## config.mk

```make
export PLATFORM = sky130hd
export DESIGN_NAME = opm_regs
export DESIGN_NICKNAME = d
export VERILOG_FILES = /design/src/hdl/opm_pkg.sv /design/src/hdl/opm_spi_slave.sv /design/src/hdl/opm_regs.sv
export SDC_FILE = /design/constraint.sdc
export NUM_CORES = 1
export LEC_CHECK = 0
export ABC_AREA = 1
export ABC_CLOCK_PERIOD_IN_PS = 2100
export BUFFER_PORTS_ARGS = -buffer_cell sky130_fd_sc_hd__buf_4
export CAP_MARGIN = 20
export CORE_MARGIN = 3
export CORE_UTILIZATION = 55
export CTS_BUF_LIST = sky130_fd_sc_hd__clkbuf_4
export DETAILED_ROUTE_END_ITERATION = 8
export PLACE_DENSITY = 0.78
export SYNTH_ARGS = -nofsm -noshare
export SYNTH_HDL_FRONTEND = slang
export SYNTH_SLANG_ARGS = --single-unit
```

## constraint.sdc

```tcl
create_clock -name mclk -period 2.1 [get_ports mclk]
set_input_delay 0.525 -clock mclk [delete_from_list [all_inputs] [get_ports mclk]]
set_output_delay 0.525 -clock mclk [all_outputs]
set_load 0.02 [all_outputs]
```

## src/hdl/opm_pkg.sv

```systemverilog
// Constants, state codes and decode helper for the output power mask bank
`default_nettype none

package opm_pkg;

    // Serial control frame: one read flag, 15 address bits, 8 data bits
    localparam int OPM_ADDR_W = 15;
    localparam int OPM_DATA_W = 8;
    localparam logic [4:0] OPM_CNT_HDR_LAST = 5'h0F;
    localparam logic [4:0] OPM_CNT_DATA_FIRST = 5'h10;
    localparam logic [4:0] OPM_CNT_LAST = 5'h17;
    localparam logic [4:0] OPM_CNT_ONE = 5'h01;

    // Register offsets
    localparam logic [14:0] OPM_OFS_OBD0 = 15'h000A;
    localparam logic [14:0] OPM_OFS_OBD1 = 15'h000B;
    localparam logic [14:0] OPM_OFS_OBD2 = 15'h000C;
    localparam logic [14:0] OPM_OFS_MASK = 15'h000D;
    localparam logic [14:0] OPM_OFS_SREF = 15'h000E;
    localparam logic [7:0] OPM_RST_VAL = 8'h00;
    localparam logic [7:0] OPM_UNMAPPED = 8'h00;

    // Field positions of the buffer disable registers
    localparam int OPM_B0_LANE_B5 = 7;
    localparam int OPM_B0_BCLK_IN = 3;
    localparam int OPM_B1_FRAME = 4;
    localparam int OPM_B1_LANE_B6 = 0;
    localparam int OPM_B2_LANE_A6 = 1;
    localparam int OPM_B2_LANE_A5 = 0;

    // Field positions of the sleep mask and sync/reference register
    localparam int OPM_M_CLKBUF = 3;
    localparam int OPM_M_REFAMP = 2;
    localparam int OPM_M_BG_OFF = 1;
    localparam int OPM_S_REF_SRC = 3;
    localparam int OPM_S_SE_CLK = 0;

    // Serial slave states
    typedef enum logic [1:0]
    {
        OPM_ST_IDLE = 2'b00,
        OPM_ST_HDR  = 2'b01,
        OPM_ST_DATA = 2'b10,
        OPM_ST_DONE = 2'b11
    } opm_spi_state_e;

    // Address match, shared by write decode and read mux
    function automatic logic opm_hit(input logic [14:0] addr,
                                     input logic [14:0] ofs);
        opm_hit = (addr == ofs);
    endfunction

endpackage

`default_nettype wire

```

## src/hdl/opm_spi_slave.sv

```systemverilog
// Serial control port slave: frame capture, write strobe, read shift-out
`default_nettype none

module opm_spi_slave
    import opm_pkg::*;
(
    // Clock and reset
    input  wire logic                  mclk,
    input  wire logic                  nrst,
    // Serial pins
    input  wire logic                  spi_sen_n,
    input  wire logic                  spi_sclk,
    input  wire logic                  spi_sdi,
    output logic                       spi_sdout,
    output logic                       spi_sdout_oe,
    // Register side
    input  wire logic [OPM_DATA_W-1:0] rd_data,
    output logic [OPM_ADDR_W-1:0]      frame_addr,
    output logic [OPM_DATA_W-1:0]      wr_data,
    output logic                       wr_stb
);

    opm_spi_state_e   state_q;
    logic             sclk_prev_q;
    logic [4:0]       cnt_q;
    logic [14:0]      shin_q;
    logic             rd_q;
    logic [7:0]       shout_q;
    logic             rise;
    logic             fall;
    logic             first_out;
    logic [7:0]       out_src;

    // Pins are synchronous to mclk, so plain edge detection suffices;
    // sclk must be at most a quarter of mclk for a clean capture
    assign rise = spi_sclk & ~sclk_prev_q & ~spi_sen_n;
    assign fall = ~spi_sclk & sclk_prev_q & ~spi_sen_n;
    assign first_out = (cnt_q == OPM_CNT_DATA_FIRST);
    assign out_src = first_out ? rd_data : shout_q;

    ////////////////////////////////////////////////////////////////////
    // Frame sequencer; raising spi_sen_n aborts any frame at once
    always_ff @(posedge mclk)
    begin
        if (!nrst)
        begin
            state_q      <= OPM_ST_IDLE;
            sclk_prev_q  <= 1'b0;
            cnt_q        <= '0;
            shin_q       <= '0;
            rd_q         <= 1'b0;
            shout_q      <= '0;
            frame_addr   <= '0;
            wr_data      <= '0;
            wr_stb       <= 1'b0;
            spi_sdout    <= 1'b0;
            spi_sdout_oe <= 1'b0;
        end
        else
        begin
            sclk_prev_q <= spi_sclk;
            wr_stb      <= 1'b0;
            if (spi_sen_n)
            begin
                state_q      <= OPM_ST_IDLE;
                cnt_q        <= '0;
                spi_sdout_oe <= 1'b0;
            end
            else
            begin
                unique case (state_q)
                    OPM_ST_IDLE: state_q <= OPM_ST_HDR;
                    OPM_ST_HDR:
                    begin
                        if (rise)
                        begin
                            shin_q <= {shin_q[13:0], spi_sdi};
                            cnt_q  <= cnt_q + OPM_CNT_ONE;
                            if (cnt_q == OPM_CNT_HDR_LAST)
                            begin
                                rd_q       <= shin_q[14];
                                frame_addr <= {shin_q[13:0], spi_sdi};
                                state_q    <= OPM_ST_DATA;
                            end
                        end
                    end
                    OPM_ST_DATA:
                    begin
                        // Read data leaves on falling edges, MSB first
                        if (fall)
                        begin
                            spi_sdout    <= out_src[7];
                            shout_q      <= {out_src[6:0], 1'b0};
                            spi_sdout_oe <= rd_q;
                        end
                        if (rise)
                        begin
                            shin_q <= {shin_q[13:0], spi_sdi};
                            cnt_q  <= cnt_q + OPM_CNT_ONE;
                            if (cnt_q == OPM_CNT_LAST)
                            begin
                                state_q <= OPM_ST_DONE;
                                wr_stb  <= ~rd_q;
                                wr_data <= {shin_q[6:0], spi_sdi};
                            end
                        end
                    end
                    OPM_ST_DONE: state_q <= OPM_ST_DONE;
                endcase
            end
        end
    end

endmodule

`default_nettype wire

```

## src/hdl/opm_regs.sv

```systemverilog
// Output buffer disable and global sleep mask register bank
`default_nettype none

// Behaviour
// - Each disable bit powers its output buffer down at 1, keeps it on at 0.
// - Disable map: 0x0A b7 lane B5, b3 bit clock in; 0x0B b4/b0; 0x0C b1/b0.
// - Bit clock input buffer also needs both separate enables; the output buffer follows bclk_out_off_req alone.
// - Mask bit 3 at 1 keeps the sample clock buffer on in global sleep.
// - Mask bit 2 at 1 keeps the reference amplifier on in global sleep.
// - Mask bit 1 at 1 turns the bandgap off in global sleep; 0 keeps it.
// - Global sleep request makes the mask decide which blocks turn off.
module opm_regs
    import opm_pkg::*;
(
    // Clock and reset
    input  wire logic        mclk,
    input  wire logic        nrst,
    // Serial control port
    input  wire logic        spi_sen_n,
    input  wire logic        spi_sclk,
    input  wire logic        spi_sdi,
    output logic             spi_sdout,
    output logic             spi_sdout_oe,
    // Controls held in other registers of the device
    input  wire logic        global_sleep_request,
    input  wire logic        bclk_in_en_a,
    input  wire logic        bclk_in_en_b,
    input  wire logic        bclk_out_off_req,
    // Buffer power enables and the raw disable bits
    output logic             lane_b_bit5_on_q,
    output logic             bit_clock_input_on_q,
    output logic             frame_clock_output_on_q,
    output logic             lane_b_bit6_on_q,
    output logic             lane_a_bit6_on_q,
    output logic             lane_a_bit5_on_q,
    output logic             bit_clock_output_on_q,
    output logic [23:0]      output_buffer_off_bits_q,
    // Analog support enables
    output logic             sample_clock_buffer_on_q,
    output logic             reference_amplifier_on_q,
    output logic             bandgap_on_q,
    // Sync and reference control fields
    output logic [7:0]       sync_reference_control_q,
    output logic             reference_select_source_q,
    output logic             single_ended_clock_select_q
);

    import opm_pkg::*;

    logic [7:0]  obd_q [3];
    logic [7:0]  mask_q;
    logic [7:0]  sref_q;
    logic [14:0] frame_addr;
    logic [7:0]  wr_data;
    logic        wr_stb;
    logic [7:0]  rd_data;
    logic        hit0;
    logic        hit1;
    logic        hit2;
    logic        hitm;
    logic        hits;
    logic        live_q;

    ////////////////////////////////////////////////////////////////////
    // Serial port front end
    opm_spi_slave u_spi (
        .mclk         (mclk),
        .nrst         (nrst),
        .spi_sen_n    (spi_sen_n),
        .spi_sclk     (spi_sclk),
        .spi_sdi      (spi_sdi),
        .spi_sdout    (spi_sdout),
        .spi_sdout_oe (spi_sdout_oe),
        .rd_data      (rd_data),
        .frame_addr   (frame_addr),
        .wr_data      (wr_data),
        .wr_stb       (wr_stb)
    );

    ////////////////////////////////////////////////////////////////////
    // Address decode and read mux; unmapped addresses read zero
    assign hit0 = opm_hit(frame_addr, OPM_OFS_OBD0);
    assign hit1 = opm_hit(frame_addr, OPM_OFS_OBD1);
    assign hit2 = opm_hit(frame_addr, OPM_OFS_OBD2);
    assign hitm = opm_hit(frame_addr, OPM_OFS_MASK);
    assign hits = opm_hit(frame_addr, OPM_OFS_SREF);
    assign rd_data = hit0 ? obd_q[0] :
                     hit1 ? obd_q[1] :
                     hit2 ? obd_q[2] :
                     hitm ? mask_q   :
                     hits ? sref_q   : OPM_UNMAPPED;

    ////////////////////////////////////////////////////////////////////
    // Register storage; reserved bits are kept as written so readback
    // shows exactly what software put there
    always_ff @(posedge mclk)
    begin
        if (!nrst)
        begin
            obd_q[0] <= OPM_RST_VAL;
            obd_q[1] <= OPM_RST_VAL;
            obd_q[2] <= OPM_RST_VAL;
            mask_q   <= OPM_RST_VAL;
            sref_q   <= OPM_RST_VAL;
        end
        else if (wr_stb)
        begin
            if (hit0) obd_q[0] <= wr_data;
            if (hit1) obd_q[1] <= wr_data;
            if (hit2) obd_q[2] <= wr_data;
            if (hitm) mask_q <= wr_data;
            if (hits) sref_q <= wr_data;
        end
    end

    ////////////////////////////////////////////////////////////////////
    // Buffer power outputs, registered so the analog side sees no glitch
    always_ff @(posedge mclk)
    begin
        if (!nrst)
        begin
            lane_b_bit5_on_q         <= 1'b0;
            bit_clock_input_on_q     <= 1'b0;
            frame_clock_output_on_q  <= 1'b0;
            lane_b_bit6_on_q         <= 1'b0;
            lane_a_bit6_on_q         <= 1'b0;
            lane_a_bit5_on_q         <= 1'b0;
            bit_clock_output_on_q    <= 1'b0;
            output_buffer_off_bits_q <= '0;
        end
        else
        begin
            lane_b_bit5_on_q        <= ~obd_q[0][OPM_B0_LANE_B5];
            frame_clock_output_on_q <= ~obd_q[1][OPM_B1_FRAME];
            lane_b_bit6_on_q        <= ~obd_q[1][OPM_B1_LANE_B6];
            lane_a_bit6_on_q        <= ~obd_q[2][OPM_B2_LANE_A6];
            lane_a_bit5_on_q        <= ~obd_q[2][OPM_B2_LANE_A5];
            // Input buffer needs both separate enables as well
            bit_clock_input_on_q <= ~obd_q[0][OPM_B0_BCLK_IN]
                                    & bclk_in_en_a & bclk_in_en_b;
            bit_clock_output_on_q    <= ~bclk_out_off_req;
            output_buffer_off_bits_q <= {obd_q[2], obd_q[1], obd_q[0]};
        end
    end

    ////////////////////////////////////////////////////////////////////
    // Global sleep gating of analog support blocks
    always_ff @(posedge mclk)
    begin
        if (!nrst)
        begin
            sample_clock_buffer_on_q    <= 1'b0;
            reference_amplifier_on_q    <= 1'b0;
            bandgap_on_q                <= 1'b0;
            sync_reference_control_q    <= OPM_RST_VAL;
            reference_select_source_q   <= 1'b0;
            single_ended_clock_select_q <= 1'b0;
            live_q                      <= 1'b0;
        end
        else
        begin
            sample_clock_buffer_on_q <= ~global_sleep_request
                                        | mask_q[OPM_M_CLKBUF];
            reference_amplifier_on_q <= ~global_sleep_request
                                        | mask_q[OPM_M_REFAMP];
            bandgap_on_q <= ~(global_sleep_request
                              & mask_q[OPM_M_BG_OFF]);
            sync_reference_control_q    <= sref_q;
            reference_select_source_q   <= sref_q[OPM_S_REF_SRC];
            single_ended_clock_select_q <= sref_q[OPM_S_SE_CLK];
            live_q                      <= 1'b1;
        end
    end
endmodule

`default_nettype wire

```

==> impl_metrics.yaml, run 1 <==
synth:
  synthMostInstantiatedCell: "dfxtp_1"
  syn_area_um2: 5370
  yosysTopAreaCell: "dfxtp_1"
  synth.avg_cell_area_um2: 8.33
  synth-seq-cells: 139
  synth_top_cell_area_share_pct: 42.9
  synth.distinct_cells: 27
  synth_common_cells: "dfxtp_1 (115), inv_1 (111), nand2_1 (103)"
  synth_edf_count: 24
  yosys_warnings: 0
  syn-num-nets: 661
  syn_inst: 645
  seq_area_frac_synth_pct: 56.3
  synth-async-reset-ratio_pct: 0
  synth_area_leaders: "dfxtp_1 (43%), edfxtp_1 (13%), inv_1 (7.8%)"
  yosys_most_used_dff: "dfxtp_1"
global_route:
  grt_pass1_vias: 4062
  grt_pass1_wl_um: 19500
  grt_max_degree: 33
  antenna_found_initial: 0
  globalRouteTotalUtil_pct: 22.0
  gr-total-overflow: 0
power_and_ir_drop:
  p_per_area_nw_per_um2: 779
  p_total_mw: 4.87
  ir_drop_v: 0.000417
  p_leak_nw: 2.87
detailed_routing:
  wire_per_inst_um: 13.8
  drt-vias-per-instance: 5.17
  first_pass_iters: 5
  drc: 0
  drt_iter0_markers: 257
  dr_total_vias: 4383
  drtAntennaViolNets: 0
  wirelength_um: 11700
critical_path:
  cp.arrival_ns: 2.06
  path_common_cell: "nor2_4"
  start_kind: "register"
  reg2reg_slack_ns: 0.25
  critPathMaxStageDelay_ns: 0.33
  crit_slowest_cell: "dfxtp_1"
  critical_path_class: "register to register"
  crit_family: "simple AND/OR/NAND/NOR gates"
  worstSetupEndpointType: "register"
  crit_fanout: 16
  required_ns: 2.32
  path_cells: "nor2_1 > nand2_1 > nor2_4 > nand2_2 > nor2_4 > inv_2 > o21ai_0 > buf_4"
  path_buf_inv: 2
clock_network:
  cts.clk_slew.worst_paths_ns: 0.13
  clk_path_buf_depth: 2
  numCtsBuffers: 17
  cts_tree: "done"
  ctsHoldBuffers: 0
  clk_latency_ns: 0.51
  cts_root_buf: "clkbuf_4"
  clock-sinks: 139
  htree_levels: 4
floorplan:
  core_um2: 9370
  die-width_um: 105
  fp-row-count: 35
  start_util_pct: 57.3
  die_h_um: 105
  die_area_um2: 11000
  ios: 55
final_layout:
  drive_gt1_share_pct: 16.6
  diodes: 0
  num-nets-final: 722
  syn2layout_area_growth_pct: 16.4
sta:
  post-route-period-util_pct: 87.9
  fin_crit_ns: 1.85
  worst_pin_slew_ns: 0.628
  setup_viol: 0
  max_slew_margin_pct: 57.8
  fin_tns_setup_ns: 0
  rsz0062_at_grt: "no"
  slew_violations: 0
  finalHoldViolCount: 0
  timing.fmax_ghz: 0.542
  skew_ns: 0.0237
place:
  gp_congestion: 0.895
  hpwl_um: 8640
  io_buffers: 54
run:
  cap_violations: 0
hold_path:
  hp-class: "input pin to register"
run_status:
  status: "finished clean"
## stage by stage
| step | util, % | instances | cell area (um2) | setup WS [ns] | hold WS, ns |
|---|---|---|---|---|---|
| detailed placement | 63.4 | 816 | 5940 | 0.214 | 0.418 |
| CTS | 66.7 | 848 | 6250 | 0.207 | 0.117 |
| finish | 66.7 | 848 | 6250 | 0.253 | 0.162 |
| global placement | 63.4 | 816 | 5940 | 0.299 | 0.411 |
| global route | 66.7 | 848 | 6250 | 0.0845 | 0.117 |
| floorplan | - | 645 | 5370 | 0.00819 | 0.401 |
## state kept, by name, summed over array words and instances, names as in the netlist, 2 cells and up
name,flops
obd_q,24
output_buffer_off_bits_q,24
u_spi.frame_addr,15
u_spi.shin_q,15
mask_q,8
sref_q,8
sync_reference_control_q,8
u_spi.wr_data,8
u_spi.shout_q,7
u_spi.cnt_q,5
u_spi.state_q,2
## timing repair
| action | 4_1_cts | 5_1_grt |
|---|---|---|
| gates resized for setup | 0 | 2 |
| buffers inserted | 0 | 0 |
| endpoints found under the setup margin | 0 | 6 |
## final cells by class
type                    instances  area, um2
clock inverters                13        164
multi-input cells             363       1800
clock buffers                  19        143
repair buffers                 71        533
flip-flops and latches        139       3020
fillers                       808       3120
inverters                     114        428
well taps                     129        161
## layer usage
layer | vias up | track usage (%) | routed length [um]
li1 | 2208 | - | -
met1 | 2024 | 29.0 | 5140
met2 | 133 | 36.3 | 5710
met3 | 18 | 4.69 | 685
met4 | 0 | 7.12 | 146
met5 | - | 0 | 0
## layout by cell type, fill, tap and decap left out, drive strengths merged, types with 3 or more instances in the layout
cell type / netlist / final
edfxtp: 24 / 24
ha: 7 / 7
nand2: 105 / 105
dfxtp: 115 / 115
o21ai: 67 / 67
o21a: 6 / 6
nor3: 6 / 6
nand3: 48 / 48
clkbuf: 17 / 19
inv: 114 / 121
a21oi: 74 / 74
nand4: 14 / 14
bufinv: 0 / 3
buf: 12 / 71
nor2: 33 / 33
clkinvlp: 0 / 3
## logic make-up (layout without fill, tap and decap cells)
| group | Yosys count | count (layout) | share of synthesized area, % |
|---|---|---|---|
| DFF | 139 | 139 | 56.3 |
| and+or+nand+nor | 207 | 207 | 17.4 |
| buffers and inverters | 143 | 217 | 10.3 |
| AOI/OAI and AO/OA | 149 | 149 | 14.4 |
| adders and majority gates | 7 | 7 | 1.63 |
## where the power goes
part / total (mW) / switching, mW / internal (mW)
combinational: 0.241 / 0.156 / 0.0849
sequential: 2.78 / 0.0219 / 2.75
clock: 1.85 / 0.988 / 0.866
## final timing paths
path                        startpoint                     endpoint  depth (start not counted)
setup reg to reg  u_spi.frame_addr[10]                  obd_q[0][0]                          8
setup / recovery  u_spi.frame_addr[10]                  obd_q[0][0]                          8
hold reg to reg              sref_q[1]  sync_reference_control_q[1]                          2
hold / removal        bclk_out_off_req        bit_clock_output_on_q                          2
Note: power is estimated with default switching activity, not from simulation.
==> inputs of run 2 (changes only) <==
--- a/config.mk
+++ b/config.mk
@@ -9,11 +9,13 @@
 export ABC_CLOCK_PERIOD_IN_PS = 2100
 export BUFFER_PORTS_ARGS = -buffer_cell sky130_fd_sc_hd__buf_4
 export CAP_MARGIN = 20
+export CELL_PAD_IN_SITES_DETAIL_PLACEMENT = 2
+export CELL_PAD_IN_SITES_GLOBAL_PLACEMENT = 2
 export CORE_MARGIN = 3
-export CORE_UTILIZATION = 55
+export CORE_UTILIZATION = 33
 export CTS_BUF_LIST = sky130_fd_sc_hd__clkbuf_4
 export DETAILED_ROUTE_END_ITERATION = 8
-export PLACE_DENSITY = 0.78
+export PLACE_DENSITY_LB_ADDON = 0.1
 export SYNTH_ARGS = -nofsm -noshare
 export SYNTH_HDL_FRONTEND = slang
 export SYNTH_SLANG_ARGS = --single-unit
==> run 2 against run 1 <==
Effect of this change:
- core utilization down 26 points
- die area grew 62%
- via count up 3.9%
- clock skew decreased by 0.011 ns
- clock power is 5% higher
- sequential share of layout area is 1.2 points lower
- first-iteration DRC count fell by 47%
- combinational power increased by 7%
- worst hold slack lost 0.056 ns
- sequential power about the same
- critical endpoint is now obd_q[0][7]
==> impl_metrics.yaml, run 2 (synthesized netlist as in run 1, its figures left out) <==
run_status:
  status: "finished clean"
power_and_ir_drop:
  p_leak_nw: 2.90
  ir_drop_v: 0.000319
  p_per_area_nw_per_um2: 777
final_layout:
  mostFrequentLayoutCells: "dfxtp_1 (115), inv_1 (111), nand2_1 (103), buf_4 (78), a21oi_1 (74)"
  top_regs: "obd_q (24), output_buffer_off_bits_q (24)"
  final_common_cell: "dfxtp_1"
  diodes: 0
  num-nets-final: 729
  syn2layout_area_growth_pct: 19.4
  drive_gt1_share_pct: 16.7
detailed_routing:
  first_pass_iters: 4
  drtAntennaViolNets: 0
  wire_per_inst_um: 17.0
  wirelength_um: 16000
  drt-vias-per-instance: 4.84
  dr_total_vias: 4556
  drt_iter0_markers: 137
  drc: 0
clock_network:
  clock-sinks: 139
  cts_tree: "done"
  cts_setup_buffers: 0
  cts.clk_slew.worst_paths_ns: 0.12
  ctsHoldBuffers: 0
  clk_latency_ns: 0.57
  numCtsBuffers: 17
  htree_levels: 4
  clk_path_buf_depth: 2
  cts_root_buf: "clkbuf_4"
  cts_resized: 0
sta:
  worst_pin_slew_ns: 0.554
  slew_violations: 0
  timing.fmax_ghz: 0.533
  max_slew_margin_pct: 62.8
  skew_ns: 0.0127
  finalHoldViolCount: 0
  fin_crit_ns: 1.88
  post-route-period-util_pct: 89.4
  finalWorstSetupSlack_ns: 0.223
  fin_tns_setup_ns: 0
  setup_viol: 0
  rsz0062_at_grt: "no"
floorplan:
  fp-row-count: 46
  core_um2: 15900
  die-width_um: 134
  die_area_um2: 17800
  ios: 55
  start_util_pct: 33.8
  die_h_um: 134
critical_path:
  cp.arrival_ns: 2.24
  crit_fanout: 8
  required_ns: 2.46
  critical_path_class: "register to register"
  worstSetupEndpointType: "register"
  start_kind: "register"
run:
  cap_violations: 0
global_route:
  grt_max_degree: 33
  gr-total-overflow: 0
  grt_pass1_wl_um: 26300
  grt_pass1_vias: 4919
  antenna_found_initial: 0
  globalRouteTotalUtil_pct: 18.9
place:
  io_buffers: 54
  hpwl_um: 12200
  gp_congestion: 0.792
  dpl_worst_slack_ns: 0.208
hold_path:
  hp-class: "input pin to register"
==> run 2: worst max-delay path, cell delays in order, from the launching register on <==
cell	delay (ns)
dfxtp_1	0.34
nor2_1	0.12
nand3_1	0.19
nor2_2	0.28
nand2_1	0.11
nand2_1	0.11
o211ai_2	0.19
nor2_1	0.32
==> run 2: final timing paths <==
check / start / end / slack (ns) / cells past startpoint
worst max-delay path: u_spi.frame_addr[4] / obd_q[0][7] / 0.22 / 7
worst min-delay path: bclk_out_off_req / bit_clock_output_on_q / 0.11 / 2
worst max register to register: u_spi.frame_addr[4] / obd_q[0][7] / 0.22 / 7
worst min register to register: sref_q[1] / sync_reference_control_q[1] / 0.44 / 2
==> run 2: power by group <==
group	switching, mW	internal [mW]	total, mW
combinational	0.169	0.0902	0.259
clock	1.01	0.940	1.95
sequential	0.0252	2.75	2.78
==> run 2: through the flow <==
step	area, um2	total power [mW]	hold slack, ns	util (%)	instances
finish	6410	4.99	0.106	40.4	942
global route	6410	5.20	0.0658	40.4	942
global placement	6100	3.09	0.425	38.4	910
detailed placement	6100	3.11	0.425	38.4	910
floorplan	5370	2.97	0.401	-	645
CTS	6410	5.06	0.0600	40.4	942
==> run 2: cell type report <==
class	count	area, um2
Clock buffer	18	135
Clock inverter	14	176
Fill cell	1848	9470
Inverter	114	428
Multi-Input combinational cell	363	1800
Sequential cell	139	3020
Tap cell	216	270
Timing Repair Buffer	78	586
==> run 2: per-layer routing <==
metal	GRT usage, %	part of all wire (%)
met1	22.2	43
met4	6.46	1.8
met5	0	0
met2	34.5	53
met3	3.74	2.4
==> inputs of run 3 (changes only) <==
--- a/config.mk
+++ b/config.mk
@@ -5,14 +5,12 @@
 export SDC_FILE = /design/constraint.sdc
 export NUM_CORES = 1
 export LEC_CHECK = 0
-export ABC_AREA = 1
 export ABC_CLOCK_PERIOD_IN_PS = 2100
 export BUFFER_PORTS_ARGS = -buffer_cell sky130_fd_sc_hd__buf_4
 export CAP_MARGIN = 20
 export CELL_PAD_IN_SITES_DETAIL_PLACEMENT = 2
 export CELL_PAD_IN_SITES_GLOBAL_PLACEMENT = 2
-export CORE_MARGIN = 3
-export CORE_UTILIZATION = 33
+export CORE_UTILIZATION = 35
 export CTS_BUF_LIST = sky130_fd_sc_hd__clkbuf_4
 export DETAILED_ROUTE_END_ITERATION = 8
 export PLACE_DENSITY_LB_ADDON = 0.1
==> run 3 against run 2 <==
Effect of this change:
- the run now ends with DRC left
- total power fell by 4.0%
- via count fell by 6.4%
- worst hold slack got worse by 0.0036 ns
- count of clock-buffer cells in the layout did not move
- largest cell class unchanged
==> impl_metrics.yaml, run 3 <==
clock_network:
  cts.clk_slew.worst_paths_ns: 0.12
  cts_root_buf: "clkbuf_4"
  cts_tree: "done"
  clk_path_buf_depth: 2
  cts_setup_buffers: 0
  ctsHoldBuffers: 0
  htree_levels: 4
  clock-sinks: 139
  numCtsBuffers: 17
  cts_resized: 0
  clk_latency_ns: 0.56
synth:
  yosysTopAreaCell: "dfxtp_1"
  yosys_warnings: 0
  yosys_most_used_dff: "dfxtp_1"
  synth_edf_count: 24
  synth-seq-cells: 139
  syn-num-nets: 556
  synth_top_cell_area_share_pct: 43.1
  synth_common_cells: "dfxtp_1 (115), nand2_1 (80), a21oi_1 (61)"
  synth_area_leaders: "dfxtp_1 (43%), edfxtp_1 (13%), a21oi_1 (5.7%)"
  seq_area_frac_synth_pct: 56.6
  syn_area_um2: 5340
  synth.avg_cell_area_um2: 9.89
  synth.distinct_cells: 53
  synth-async-reset-ratio_pct: 0
  syn_inst: 540
  synthMostInstantiatedCell: "dfxtp_1"
final_layout:
  final_cell_count_no_fill: 809
  syn2layout_area_growth_pct: 19.6
  mostFrequentLayoutCells: "dfxtp_1 (115), buf_4 (88), nand2_1 (80), a21oi_1 (61), and2_1 (43)"
  final_common_cell: "dfxtp_1"
  top_regs: "obd_q (24), output_buffer_off_bits_q (24)"
  diodes: 0
  num-nets-final: 628
  drive_gt1_share_pct: 21.9
global_route:
  grt_pass1_wl_um: 24500
  globalRouteTotalUtil_pct: 20.5
  grt_pass1_vias: 4477
  grt_max_degree: 59
  antenna_found_initial: 0
  gr-total-overflow: 0
sta:
  worst_pin_slew_ns: 0.644
  finalHoldViolCount: 0
  setup_viol: 0
  fin_crit_ns: 1.93
  slew_violations: 0
  skew_ns: 0.0199
  post-route-period-util_pct: 91.9
  rsz0062_at_grt: "no"
  timing.fmax_ghz: 0.518
  max_slew_margin_pct: 57.1
detailed_routing:
  drt-vias-per-instance: 5.27
  drtAntennaViolNets: 0
  wirelength_um: 15200
  drc: 8
  first_pass_iters: 6
  wire_per_inst_um: 18.8
  drt_iter0_markers: 208
  dr_total_vias: 4263
run:
  cap_violations: 0
floorplan:
  die_area_um2: 15800
  fp-row-count: 44
  die-width_um: 126
  ios: 55
  die_h_um: 126
  start_util_pct: 36.3
  core_um2: 14700
place:
  dp_cells: 777
  gp_congestion: 0.830
  hpwl_um: 11000
  io_buffers: 54
critical_path:
  crit_fanout: 14
  reg2reg_depth: 6
  required_ns: 2.57
  reg2reg_slack_ns: 0.17
  worstSetupEndpointType: "register"
  cp.arrival_ns: 2.40
  critical_path_class: "register to register"
  reg2reg_from: "u_spi.frame_addr[1]"
  start_kind: "register"
  r2r_end: "u_spi.shout_q[3]"
power_and_ir_drop:
  p_per_area_nw_per_um2: 749
  ir_drop_v: 0.000278
  p_leak_nw: 2.41
  p_total_mw: 4.79
hold_path:
  min_to: "bit_clock_output_on_q"
  min_from: "bclk_out_off_req"
  hp-class: "input pin to register"
  hold_path_depth: 2
run_status:
  status: "finished, violations left"
  violations: "DRC"
## run 3: changes by cell type after synthesis, moves of 13 or more
cell,previous run,this run
a21oi_1,74,61
and2_1,0,43
nand2_1,103,80
inv_1,111,10
nand3_1,47,2
o21ai_0,62,21
## run 3: cells by family after synthesis
group	Yosys count	share of synthesized area, %
AOI/OAI and AO/OA	115	13.0
xor gates and xnor gates	3	0.492
adders and majority gates	7	1.64
buffers and inverters	46	3.54
DFF	139	56.6
muxes	11	2.08
and+or+nand+nor	219	22.7
## run 3: critical path, stage by stage, from the launching register on
cell	delay [ns]
dfxtp_1	0.44
buf_4	0.23
nor2b_1	0.13
o311ai_0	0.42
buf_4	0.20
o221ai_1	0.12
a311oi_1	0.31
## run 3: layout make-up
cell class	count	area (um2)
Clock buffer	18	135
Clock inverter	14	146
Fill cell	1598	8310
Inverter	11	41.3
Multi-Input combinational cell	355	2150
Sequential cell	139	3020
Tap cell	184	230
Timing Repair Buffer	88	661
## run 3: worst max path at each step
stage	from	end	slack (ns)	depth (start not counted)
floorplan	u_spi.frame_addr[4]	obd_q[0][10]	-0.15	4
global placement	u_spi.frame_addr[4]	obd_q[0][5]	0.24	4
detailed placement	u_spi.frame_addr[4]	obd_q[0][21]	0.20	4
CTS	u_spi.frame_addr[1]	u_spi.shout_q[3]	0.11	6
global route	u_spi.frame_addr[1]	u_spi.shout_q[3]	0.03	6
finish	u_spi.frame_addr[1]	u_spi.shout_q[3]	0.17	6
## run 3: per-stage QoR
| stage | setup TNS (ns) | utilization, % | worst slack [ns] | hold slack, ns | area, um2 |
|---|---|---|---|---|---|
| after detailed placement | 0 | 41.5 | 0.202 | 0.438 | 6110 |
| after global routing | 0 | 43.5 | 0.0331 | 0.0731 | 6390 |
| after floorplan | -2.32 | - | -0.145 | 0.404 | 5340 |
| after CTS | 0 | 43.5 | 0.114 | 0.0720 | 6390 |
| final | 0 | 43.5 | 0.169 | 0.102 | 6390 |
| after global placement | 0 | 41.5 | 0.241 | 0.421 | 6110 |
## run 3: power breakdown
group          internal (mW)  switching, mW  total (mW)  leakage [nW]
combinational         0.0988          0.147       0.246          1.11
clock                  0.717           1.02        1.73         0.137
sequential              2.77         0.0350        2.81          1.16
total                   3.59           1.20        4.79          2.41
## run 3: metal layers
layer  routed length, um  track usage [%]  part of all wire [%]
met5                   0                0                     0
met4                 338             8.39                   2.2
met3                 367             3.85                   2.4
met2                7600             35.2                    50
met1                6930             25.3                    45
